## config.mk

```make
export PLATFORM = sky130hd
export DESIGN_NAME = crf_core
export DESIGN_NICKNAME = d
export VERILOG_FILES = /design/src/design/crf_pkg.sv /design/src/design/crf_core.sv
export SDC_FILE = /design/constraint.sdc
export NUM_CORES = 1
export LEC_CHECK = 0
export ABC_AREA = 1
export BUFFER_PORTS_ARGS = -buffer_cell sky130_fd_sc_hd__buf_2
export CELL_PAD_IN_SITES_DETAIL_PLACEMENT = 1
export CELL_PAD_IN_SITES_GLOBAL_PLACEMENT = 2
export CORE_AREA = 5 5 192 240
export DETAILED_ROUTE_END_ITERATION = 12
export DIE_AREA = 0 0 197 245
export GPL_TIMING_DRIVEN = 0
export HOLD_SLACK_MARGIN = 0.06
export PLACE_DENSITY_LB_ADDON = 0.1
export SLEW_MARGIN = 20
export SYNTH_ARGS = -nofsm -noshare
export SYNTH_HDL_FRONTEND = slang
export SYNTH_SLANG_ARGS = --single-unit
```

## constraint.sdc

```tcl
create_clock -name clock -period 2.7 [get_ports clock]
set_clock_uncertainty 0.15 [all_clocks]
set_input_delay 0.54 -clock clock [delete_from_list [all_inputs] [get_ports clock]]
set_output_delay 0.54 -clock clock [all_outputs]
set_load 0.02 [all_outputs]
```

## src/design/crf_pkg.sv

```systemverilog
// Package for the core register file: widths, flag positions, reset values and carriers.
// Assumes the decoder and datapath on the same clock use these types directly.
package crf_pkg;
  localparam int unsigned BYTE_W = 8;
  localparam int unsigned WORD_W = 16;
  localparam int unsigned NUM_PAIRS = 8;
  localparam int unsigned SEL_W = 3;
  // Flag positions in the condition code register.
  localparam int unsigned POS_MASK = 7;
  localparam int unsigned POS_USER_HI = 6;
  localparam int unsigned POS_HALF = 5;
  localparam int unsigned POS_USER_LO = 4;
  localparam int unsigned POS_NEG = 3;
  localparam int unsigned POS_ZERO = 2;
  localparam int unsigned POS_OVF = 1;
  localparam int unsigned POS_CARRY = 0;
  // Index of the pair that serves as stack pointer.
  localparam logic [2:0] STACK_PAIR_IDX = 3'h7;
  // Reset vector address and the condition code value after reset.
  localparam logic [15:0] RESET_VECTOR_ADDR = 16'h0000;
  localparam logic [7:0] CC_RESET = 8'h80;
  localparam logic [15:0] WORD_ZERO = 16'h0000;
  localparam logic [7:0] BYTE_ZERO = 8'h00;

  // Register write width selection.
  typedef enum logic [1:0] {
    CRF_WR_NONE = 2'b00,
    CRF_WR_WORD = 2'b01,
    CRF_WR_HIGH = 2'b10,
    CRF_WR_LOW = 2'b11
  } crf_wr_t;

  // Condition code operations issued by the decoder.
  typedef enum logic [2:0] {
    CRF_CC_NONE = 3'b000,
    CRF_CC_LOAD = 3'b001,
    CRF_CC_AND = 3'b010,
    CRF_CC_OR = 3'b011,
    CRF_CC_XOR = 3'b100,
    CRF_CC_ALU = 3'b101,
    CRF_CC_EXC = 3'b110
  } crf_ccop_t;

  // Datapath operations whose flags this block computes.
  typedef enum logic [3:0] {
    CRF_ALU_ADD_B = 4'h0,
    CRF_ALU_ADDX_B = 4'h1,
    CRF_ALU_SUB_B = 4'h2,
    CRF_ALU_SUBX_B = 4'h3,
    CRF_ALU_CMP_B = 4'h4,
    CRF_ALU_NEG_B = 4'h5,
    CRF_ALU_ADD_W = 4'h6,
    CRF_ALU_SUB_W = 4'h7,
    CRF_ALU_CMP_W = 4'h8,
    CRF_ALU_LOGIC_B = 4'h9,
    CRF_ALU_DEC_ADD = 4'hA,
    CRF_ALU_DEC_SUB = 4'hB,
    CRF_ALU_BIT = 4'hC,
    CRF_ALU_SHIFT_B = 4'hD,
    CRF_ALU_MOVE_W = 4'hE
  } crf_alu_t;

  // Branch conditions evaluated from the four status flags.
  typedef enum logic [3:0] {
    CRF_BR_ALWAYS = 4'h0,
    CRF_BR_NEVER = 4'h1,
    CRF_BR_HI = 4'h2,
    CRF_BR_LS = 4'h3,
    CRF_BR_CC = 4'h4,
    CRF_BR_CS = 4'h5,
    CRF_BR_NE = 4'h6,
    CRF_BR_EQ = 4'h7,
    CRF_BR_VC = 4'h8,
    CRF_BR_VS = 4'h9,
    CRF_BR_PL = 4'hA,
    CRF_BR_MI = 4'hB,
    CRF_BR_GE = 4'hC,
    CRF_BR_LT = 4'hD,
    CRF_BR_GT = 4'hE,
    CRF_BR_LE = 4'hF
  } crf_br_t;

  // Register write request.
  typedef struct packed {
    crf_wr_t width;
    logic [2:0] pair;
    logic [15:0] data;
  } crf_wreq_t;

  // Arithmetic flag request: operands, result and update masks.
  typedef struct packed {
    crf_alu_t op;
    logic [15:0] a;
    logic [15:0] b;
    logic [15:0] result;
    logic bit_value;
    logic [3:0] keep;
  } crf_areq_t;

  // Whole state of the register file.
  typedef struct packed {
    logic [7:0][15:0] pairs;
    logic [15:0] pc;
    logic [7:0] cc;
    logic [15:0] rd_word;
    logic [15:0] addr;
    logic [15:0] sp;
    logic [7:0] rd_byte;
    logic [7:0] cc_out;
    logic branch_taken;
  } crf_state_t;
endpackage

```

## src/design/crf_core.sv

```systemverilog
// Programmer-visible register state of the core: general pairs, program counter, condition code.
// Assumes the decoder and datapath share the clock, issue at most one request of each kind
// per cycle, and use registered read results one cycle after the select is presented.

module crf_core (
  input wire logic clock,
  input wire logic rst,
  input wire logic [2:0] rd_pair,
  input wire logic rd_high,
  input wire logic [2:0] addr_pair,
  input wire crf_pkg::crf_wreq_t wreq,
  input wire logic sp_write,
  input wire logic [15:0] sp_data,
  input wire logic pc_load,
  input wire logic [15:0] pc_data,
  input wire logic vector_load,
  input wire logic [15:0] vector_data,
  input wire crf_pkg::crf_ccop_t cc_op,
  input wire logic [7:0] cc_data,
  input wire crf_pkg::crf_areq_t areq,
  input wire logic [2:0] bit_pos,
  input wire crf_pkg::crf_br_t br_cond,
  output logic [15:0] rd_word,
  output logic [7:0] rd_byte,
  output logic [15:0] addr_out,
  output logic [15:0] sp_out,
  output logic [15:0] pc_out,
  output logic [7:0] cc_out,
  output logic irq_masked,
  output logic branch_taken,
  output logic bit_sel,
  output logic [7:0] bcd_adjust,
  output logic [15:0] reset_fetch_addr
);
  crf_pkg::crf_state_t s;
  crf_pkg::crf_state_t next_s;
  logic [7:0] flags_new;
  logic [7:0] cc_after;
  logic [7:0] adj;
  logic half_in;
  logic sel_bit;
  logic bit_src;

  // Half carry is bit four (or twelve) of a xor b xor sum for add and subtract alike.
  function automatic logic half_of(input logic [15:0] a, input logic [15:0] b,
                                   input logic [15:0] r, input logic word);
    logic [15:0] x;
    x = a ^ b ^ r;
    half_of = word ? x[12] : x[4];
  endfunction

  // Branch evaluation from the four status flags; unused bits are ignored on purpose.
  function automatic logic branch_of(input crf_pkg::crf_br_t c, input logic [7:0] f);
    logic n;
    logic z;
    logic v;
    logic cy;
    n = f[crf_pkg::POS_NEG];
    z = f[crf_pkg::POS_ZERO];
    v = f[crf_pkg::POS_OVF];
    cy = f[crf_pkg::POS_CARRY];
    case (c)
      crf_pkg::CRF_BR_ALWAYS: branch_of = 1'b1;
      crf_pkg::CRF_BR_NEVER: branch_of = 1'b0;
      crf_pkg::CRF_BR_HI: branch_of = ~(cy | z);
      crf_pkg::CRF_BR_LS: branch_of = cy | z;
      crf_pkg::CRF_BR_CC: branch_of = ~cy;
      crf_pkg::CRF_BR_CS: branch_of = cy;
      crf_pkg::CRF_BR_NE: branch_of = ~z;
      crf_pkg::CRF_BR_EQ: branch_of = z;
      crf_pkg::CRF_BR_VC: branch_of = ~v;
      crf_pkg::CRF_BR_VS: branch_of = v;
      crf_pkg::CRF_BR_PL: branch_of = ~n;
      crf_pkg::CRF_BR_MI: branch_of = n;
      crf_pkg::CRF_BR_GE: branch_of = ~(n ^ v);
      crf_pkg::CRF_BR_LT: branch_of = n ^ v;
      crf_pkg::CRF_BR_GT: branch_of = ~(z | (n ^ v));
      default: branch_of = z | (n ^ v);
    endcase
  endfunction

  // Selected bit of the byte operand, registered onto bit_sel; the bit flag path takes bit_value instead.
  assign sel_bit = areq.a[bit_pos];
  assign half_in = s.cc[crf_pkg::POS_HALF];

  // Decimal adjust correction from the two digits of the byte and the carry flags.
  always_comb
  begin
    adj = crf_pkg::BYTE_ZERO;
    if (areq.op == crf_pkg::CRF_ALU_DEC_ADD)
    begin
      if (half_in || (areq.a[3:0] > 4'h9))
        adj[3:0] = 4'h6;
      if (s.cc[crf_pkg::POS_CARRY] || (areq.a[7:0] > 8'h99))
        adj[7:4] = 4'h6;
    end
    else if (areq.op == crf_pkg::CRF_ALU_DEC_SUB)
    begin
      if (half_in)
        adj[3:0] = 4'hA;
      if (s.cc[crf_pkg::POS_CARRY])
        adj[7:4] = half_in ? 4'h9 : 4'hA;
    end
  end

  // Flag computation; keep bits hold N, Z, V, C at their old values per instruction.
  always_comb
  begin
    logic word;
    logic msb_a;
    logic msb_b;
    logic msb_r;
    logic is_sub;
    word = 1'b0;
    msb_a = 1'b0;
    msb_b = 1'b0;
    msb_r = 1'b0;
    is_sub = 1'b0;
    bit_src = sel_bit;
    flags_new = s.cc;
    word = (areq.op == crf_pkg::CRF_ALU_ADD_W) || (areq.op == crf_pkg::CRF_ALU_SUB_W) ||
           (areq.op == crf_pkg::CRF_ALU_CMP_W) || (areq.op == crf_pkg::CRF_ALU_MOVE_W);
    msb_a = word ? areq.a[15] : areq.a[7];
    msb_b = word ? areq.b[15] : areq.b[7];
    msb_r = word ? areq.result[15] : areq.result[7];
    is_sub = (areq.op == crf_pkg::CRF_ALU_SUB_B) || (areq.op == crf_pkg::CRF_ALU_SUBX_B) ||
             (areq.op == crf_pkg::CRF_ALU_CMP_B) || (areq.op == crf_pkg::CRF_ALU_NEG_B) ||
             (areq.op == crf_pkg::CRF_ALU_SUB_W) || (areq.op == crf_pkg::CRF_ALU_CMP_W);
    flags_new[crf_pkg::POS_NEG] = msb_r;
    flags_new[crf_pkg::POS_ZERO] = word ? (areq.result == crf_pkg::WORD_ZERO) :
                                   (areq.result[7:0] == crf_pkg::BYTE_ZERO);
    flags_new[crf_pkg::POS_OVF] = 1'b0;
    case (areq.op)
      crf_pkg::CRF_ALU_ADD_B, crf_pkg::CRF_ALU_ADDX_B, crf_pkg::CRF_ALU_ADD_W:
      begin
        flags_new[crf_pkg::POS_HALF] = half_of(areq.a, areq.b, areq.result, word);
        flags_new[crf_pkg::POS_OVF] = (msb_a == msb_b) && (msb_r != msb_a);
        flags_new[crf_pkg::POS_CARRY] = (msb_a & msb_b) | ((msb_a | msb_b) & ~msb_r);
      end
      crf_pkg::CRF_ALU_SUB_B, crf_pkg::CRF_ALU_SUBX_B, crf_pkg::CRF_ALU_CMP_B,
      crf_pkg::CRF_ALU_NEG_B, crf_pkg::CRF_ALU_SUB_W, crf_pkg::CRF_ALU_CMP_W:
      begin
        // Negate is presented as zero minus b, with a held at zero.
        flags_new[crf_pkg::POS_HALF] = half_of(areq.a, areq.b, areq.result, word);
        flags_new[crf_pkg::POS_OVF] = is_sub && (msb_a != msb_b) && (msb_r != msb_a);
        flags_new[crf_pkg::POS_CARRY] = (~msb_a & msb_b) | ((~msb_a | msb_b) & msb_r);
      end
      crf_pkg::CRF_ALU_DEC_ADD, crf_pkg::CRF_ALU_DEC_SUB:
        flags_new[crf_pkg::POS_CARRY] = s.cc[crf_pkg::POS_CARRY] | (adj[7:4] != 4'h0);
      crf_pkg::CRF_ALU_BIT:
      begin
        // Bit operations only touch carry; the datapath picks the combining function.
        flags_new = s.cc;
        flags_new[crf_pkg::POS_CARRY] = areq.bit_value;
      end
      crf_pkg::CRF_ALU_SHIFT_B:
        flags_new[crf_pkg::POS_CARRY] = areq.bit_value;
      default:
        flags_new[crf_pkg::POS_CARRY] = s.cc[crf_pkg::POS_CARRY];
    endcase
    if (areq.keep[3])
      flags_new[crf_pkg::POS_NEG] = s.cc[crf_pkg::POS_NEG];
    if (areq.keep[2])
      flags_new[crf_pkg::POS_ZERO] = s.cc[crf_pkg::POS_ZERO];
    if (areq.keep[1])
      flags_new[crf_pkg::POS_OVF] = s.cc[crf_pkg::POS_OVF];
    if (areq.keep[0])
      flags_new[crf_pkg::POS_CARRY] = s.cc[crf_pkg::POS_CARRY];
    // User bits never change through arithmetic.
    flags_new[crf_pkg::POS_USER_HI] = s.cc[crf_pkg::POS_USER_HI];
    flags_new[crf_pkg::POS_USER_LO] = s.cc[crf_pkg::POS_USER_LO];
    flags_new[crf_pkg::POS_MASK] = s.cc[crf_pkg::POS_MASK];
  end

  // Condition code update; one operation per cycle, and exception entry only sets the mask bit.
  always_comb
  begin
    cc_after = s.cc;
    case (cc_op)
      crf_pkg::CRF_CC_LOAD: cc_after = cc_data;
      crf_pkg::CRF_CC_AND: cc_after = s.cc & cc_data;
      crf_pkg::CRF_CC_OR: cc_after = s.cc | cc_data;
      crf_pkg::CRF_CC_XOR: cc_after = s.cc ^ cc_data;
      crf_pkg::CRF_CC_ALU: cc_after = flags_new;
      crf_pkg::CRF_CC_EXC: cc_after[crf_pkg::POS_MASK] = 1'b1;
      default: cc_after = s.cc;
    endcase
  end

  // Next state of the state record: pairs, counter, condition code and the registered outputs it holds.
  always_comb
  begin
    next_s = s;
    case (wreq.width)
      crf_pkg::CRF_WR_WORD: next_s.pairs[wreq.pair] = wreq.data;
      crf_pkg::CRF_WR_HIGH: next_s.pairs[wreq.pair][15:8] = wreq.data[7:0];
      crf_pkg::CRF_WR_LOW: next_s.pairs[wreq.pair][7:0] = wreq.data[7:0];
      default: next_s.pairs = s.pairs;
    endcase
    // Implicit stack use overrides a general write to the same pair in one cycle.
    if (sp_write)
      next_s.pairs[crf_pkg::STACK_PAIR_IDX] = sp_data;
    if (vector_load)
      next_s.pc = {vector_data[15:1], 1'b0};
    else if (pc_load)
      next_s.pc = {pc_data[15:1], 1'b0};
    next_s.cc = cc_after;
    next_s.rd_word = s.pairs[rd_pair];
    next_s.rd_byte = rd_high ? s.pairs[rd_pair][15:8] : s.pairs[rd_pair][7:0];
    next_s.addr = s.pairs[addr_pair];
    next_s.sp = s.pairs[crf_pkg::STACK_PAIR_IDX];
    next_s.cc_out = s.cc;
    next_s.branch_taken = branch_of(br_cond, s.cc);
  end

  // Registers only; general pairs are left alone by reset so software must set them up.
  always_ff @(posedge clock)
  begin
    if (rst)
    begin
      s <= next_s;
      s.pc <= crf_pkg::RESET_VECTOR_ADDR;
      s.cc <= crf_pkg::CC_RESET;
      s.rd_word <= crf_pkg::WORD_ZERO;
      s.rd_byte <= crf_pkg::BYTE_ZERO;
      s.addr <= crf_pkg::WORD_ZERO;
      s.sp <= crf_pkg::WORD_ZERO;
      s.cc_out <= crf_pkg::CC_RESET;
      s.branch_taken <= 1'b0;
    end
    else
      s <= next_s;
  end

  // Plain outputs registered beside the state record.
  always_ff @(posedge clock)
  begin
    if (rst)
    begin
      bit_sel <= 1'b0;
      bcd_adjust <= crf_pkg::BYTE_ZERO;
      irq_masked <= 1'b1;
      reset_fetch_addr <= crf_pkg::RESET_VECTOR_ADDR;
    end
    else
    begin
      bit_sel <= bit_src;
      bcd_adjust <= adj;
      irq_masked <= cc_after[crf_pkg::POS_MASK];
      reset_fetch_addr <= crf_pkg::RESET_VECTOR_ADDR;
    end
  end

  assign rd_word = s.rd_word;
  assign rd_byte = s.rd_byte;
  assign addr_out = s.addr;
  assign sp_out = s.sp;
  assign pc_out = s.pc;
  assign cc_out = s.cc_out;
  assign branch_taken = s.branch_taken;
endmodule

```

# Word-level counts from Yosys, hierarchy flattened
# Index checks and enable logic that the tools add are counted.
[classes]
n_mux = 43
n_eq_ne = 46
magnitude_cmp = 7
addsub = 0
bitwise = 27
reduce_logical = 33
n_mul = 0
n_div = 0
shift = 0
[ops]
columns = ["op", "n"]
rows = [
  ["128-bit bitwise mux", 3],
  ["128-bit one-hot mux with 3 select lines", 1],
  ["16-bit demux with 3-bit select", 3],
  ["16-bit 2-to-1 mux", 7],
  ["16-bit binary-select mux with 3-bit select", 2],
  ["4-bit equality test (second input constant)", 13],
  ["7-bit one-hot mux with 5 select lines", 1],
  ["4-bit by 3-bit equality test with 1-bit output (second input constant)", 8],
  ["8-bit 2-to-1 mux", 4],
  ["13-bit bitwise XOR", 2],
  ["4-bit by 2-bit equality test with 1-bit output (second input constant)", 4],
  ["16-bit logical NOT", 1],
  ["1-bit one-hot mux with 15 select lines", 1],
  ["3-bit by 4-bit < comparator with 1-bit output (second input constant)", 3],
  ["2-bit inequality test (second input constant)", 6],
  ["3-bit AND reduction", 4],
  ["1-bit 2-to-1 mux", 11],
  ["1-bit logical OR", 10],
  ["1-bit inverter", 10],
  ["3-bit equality test (second input constant)", 3],
  ["9-bit OR reduction", 1],
  ["8-bit AND", 1],
  ["4-bit by 1-bit equality test with 1-bit output (second input constant)", 2],
  ["8-bit > comparator (second input constant)", 1],
  ["32 further kinds", 54],
]
[totals]
input_bits = 156
mem_bits_rw = 0
register_bits = 225
elab_cells = 180
latch_bits = 0
memories = 0
output_inout_bits = 107
romBits = 0

# Longest topological paths before layout
[depth]
word_depth = 12
ltp_mapped = 17

# Worst setup path before layout
# OpenSTA, ideal clock, no wires.
[synth_timing]
path_type = "input-to-reg"
startpoint = "input wreq[19] in the netlist's numbering"
endpoint = "register s[105] in the netlist's numbering (enable)"
cell_stages = 4
arrival_time_ns = 2.029
setup_slack_ns = 0.111
path_cell_list = "inv_1 > ha_1 > clkbuf_1 > inv_1"
[synth_via]
elab_chain_cells = 2
[synth_lines]
columns = ["item", "line_no", "text"]
rows = [
  ["start, declared", "crf_core.sv:11", "input wire crf_pkg::crf_wreq_t wreq,"],
  ["2-bit equality test or 2-bit by 1-bit equality test with 1-bit output (tied branches)", "crf_core.sv:194", "case (wreq.width)"],
  ["128-bit one-hot mux with 3 select lines (*)", "crf_core.sv:194", ""],
  ["end signal, assigned", "crf_core.sv:221", "s <= next_s;"],
  ["end signal, assigned", "crf_core.sv:232", "s <= next_s;"],
  ["end, declared", "crf_core.sv:35", "crf_pkg::crf_state_t s;"],
]
# Every way passes the cells marked *; elsewhere a longest branch is shown, timed or not.
# A chain may end at the register's enable or synchronous reset.

==> results.toml <==
[run_status]
status = "complete, no violations"

[die]
dieArea_um2 = 48300
rows = 86
ios = 263
initial_core_util = 0.315
coreArea_um2 = 43700
fp.dieH_um = 245
die_x_um = 197

[min_path]
min_path_type = "in -> reg"

[cts]
cts_hold_buf = 2
clock_sinks = 224
ctsResizeCount = 0
clockBufferDepth = 3
h-tree-depth = 1
clockRootBuffer = "clkbuf_16"
path_clk_slew_ns = 0.06
cts_setup_buffers = 0
clk_latency_ns = 0.58
numCtsBuffers = 27
tritoncts = "done"

[pwr]
p_leak_nw = 7.36
powerDensity_nw_per_um2 = 620
internal_power_w = 0.00687
clkPwrFrac = 0.352
irDropWorstVdd_mv = 0.423
swShare = 0.330
pwr-share-seq = 0.423
pwr-share-comb = 0.224
p_sw_w = 0.00339

[worst_setup_path]
worstPathArrival_ns = 2.47
critPathLaunchType = "primary input"
max_stage_delay_ns = 0.39
required_ns = 2.85
cp_max_fo = 10
cpMaxStageDelayCell = "clkinv_1"
cp-end-kind = "flip-flop"
cp_common_cell = "buf_2"
r2r_slack_ns = 0.80
crit_chain = "buf_2 > inv_1 > ha_1 > clkinv_1 > nor2_1 > buf_2 > buf_2 > o22ai_1"
critPathKind = "in -> reg"

[yosys]
yosysSeqAreaShare = 0.419
ys_seq_elements = 224
synth_cells = 1806
synthArstFlopShare = 0
synth_area_um2 = 13800
synth-edff-count = 128
yosys_warnings = 0
synth-main-ff-cell = "edfxtp_1"
synth_cell_type_count = 52
syn_avg_cell_area_um2 = 7.63

[global_routing]
grt_pass1_vias = 14200
overflow = 0
antenna_found_initial = 1
track_usage = 0.255
grt_first_pass_wirelength_um = 93400
grt_start_max_net_pins = 54

[final_layout]
drive_gt1_frac = 0.204
final_cells = 2660
antenna_cells = 0
nFillCells = 5427
finalNetCount = 2248
layout_commonest_cell = "o21ai_0"
final_cell_mix = "o21ai_0 (352), nand2_1 (310), buf_2 (247)"
syn2layout_area_growth_pct = 20.0

[place]
place_inst = 2610
port_buffers = 214
dp_slack_ns = -0.196
dp_hpwl_um = 50900
gp_congestion = 0.930

[sta]
finalMaxSlewViolations = 0
max_freq_mhz = 430
fin_ws_ns = 0.374
rsz0062_at_grt = "false"
finalHoldViolations = 0
finalSetupTns_ns = 0
finalCriticalPeriod_ns = 2.33
worst_slew_pin_slew_ns = 0.919
timing.final.crit_share = 0.861
hold_ws_ns = 0.132
relSlewSlack = 0.388
setup_viol = 0

[route]
first_pass_iters = 5
antenna_left = 0
drt_iter0_markers = 995
drt_wl_total_um = 64700
drc = 0
via_per_inst = 5.36
wl_per_cell_um = 24.3
route.vias.total = 14300

[job]
drv_cap = 0
[power by group through the flow]
| stage | clock network [W] | registers (W) | logic (W) |
|---|---|---|---|
| 2_1_floorplan | 0 | 0.00426 | 0.00139 |
| 3_3_place_gp | 0 | 0.00439 | 0.00222 |
| 3_5_place_dp | 0 | 0.00440 | 0.00227 |
| 4_1_cts | 0.00368 | 0.00433 | 0.00228 |
| 5_1_grt | 0.00381 | 0.00437 | 0.00249 |
| 6_report | 0.00361 | 0.00434 | 0.00230 |
[area by class of cell]
type	instances	area (µm²)	share of cell area
Buffer	212	1230	0.0744
Timing Repair Buffer	217	1120	0.0677
Multi-Input combinational cell	1193	6110	0.370
Inverter	194	734	0.0444
Tap cell	572	716	0.0433
Clock inverter	6	32.5	0.00197
Clock buffer	42	820	0.0496
Sequential cell	224	5770	0.349
[registers in the layout, indices dropped and copies added, names as in the netlist]
name,count
irq_masked,1
pc_out,15
sp_out,16
rd_word,16
branch_taken,1
cc_out,8
rd_byte,8
bit_sel,1
flags_new,2
next_s,20
bcd_adjust,7
addr_out,16
half_in,1
s,112
[layer usage]
| metal | wire [µm] | share of wire | track usage |
|---|---|---|---|
| met5 | 7 | 0.00011 | 0 |
| met4 | 2500 | 0.039 | 0.0891 |
| met3 | 3640 | 0.056 | 0.0280 |
| met2 | 30800 | 0.48 | 0.435 |
| met1 | 27700 | 0.43 | 0.337 |
[synthesized netlist by cell type, types with 4 or more instances]
library cell	count	area [µm²]
o21ai_0	352	1760
inv_1	183	687
o211ai_1	37	278
nand3_1	29	145
nor4_1	4	25.0
a21oi_1	138	691
edfxtp_1	128	3840
o21ai_1	7	35.0
buf_2	33	165
buf_4	104	781
inv_2	6	22.5
a211oi_1	4	30.0
a31oi_1	20	125
nand2_2	4	25.0
dfxtp_1	96	1920
o22ai_1	25	156
a22oi_1	8	60.1
o221ai_1	42	368
or2_2	4	25.0
a221oi_1	4	35.0
nand2_1	310	1160
clkbuf_1	65	244
buf_1	8	30.0
nor2_1	126	473
ha_1	23	288
[logic make-up (layout without fill, tap and decap cells)]
logic type                 Yosys count  in the layout  synth area share
and+or+nand+nor                    494            494             0.146
adders and majority gates           23             23            0.0209
DFF                                224            224             0.419
AOI/OAI and AO/OA                  652            652             0.268
buffers and inverters              406            671             0.142
other                                1             18          0.000272
xor gates and xnor gates             6              6           0.00382
[worst max-delay path, delay by kind of cell]
family          cells  cell delay [ns]
buf+inv             5             1.29
fa+ha+maj           1             0.17
simple gates        1             0.30
compound gates      1             0.16
[final timing paths]
check                                          endpoint  cells after the start                 startpoint
worst max-delay path                   s[143]$_DFFE_PP_                      8                   wreq[19]
worst max register to register    rd_byte[2]$_SDFF_PP0_                      4           s[155]$_DFFE_PP_
worst min-delay path            addr_out[12]$_SDFF_PP0_                      2               addr_pair[2]
worst min register to register     cc_out[4]$_SDFF_PP0_                      2  flags_new[4]$_SDFFE_PP0P_
[through the flow]
step           total power, W  utilization  instance area, µm²
5_1_grt                0.0107        0.378               16500
3_3_place_gp          0.00661        0.358               15600
6_report               0.0103        0.378               16500
2_1_floorplan         0.00565            -               13800
3_5_place_dp          0.00667        0.358               15700
4_1_cts                0.0103        0.378               16500
No activity file was read; power rests on OpenSTA's default activity.
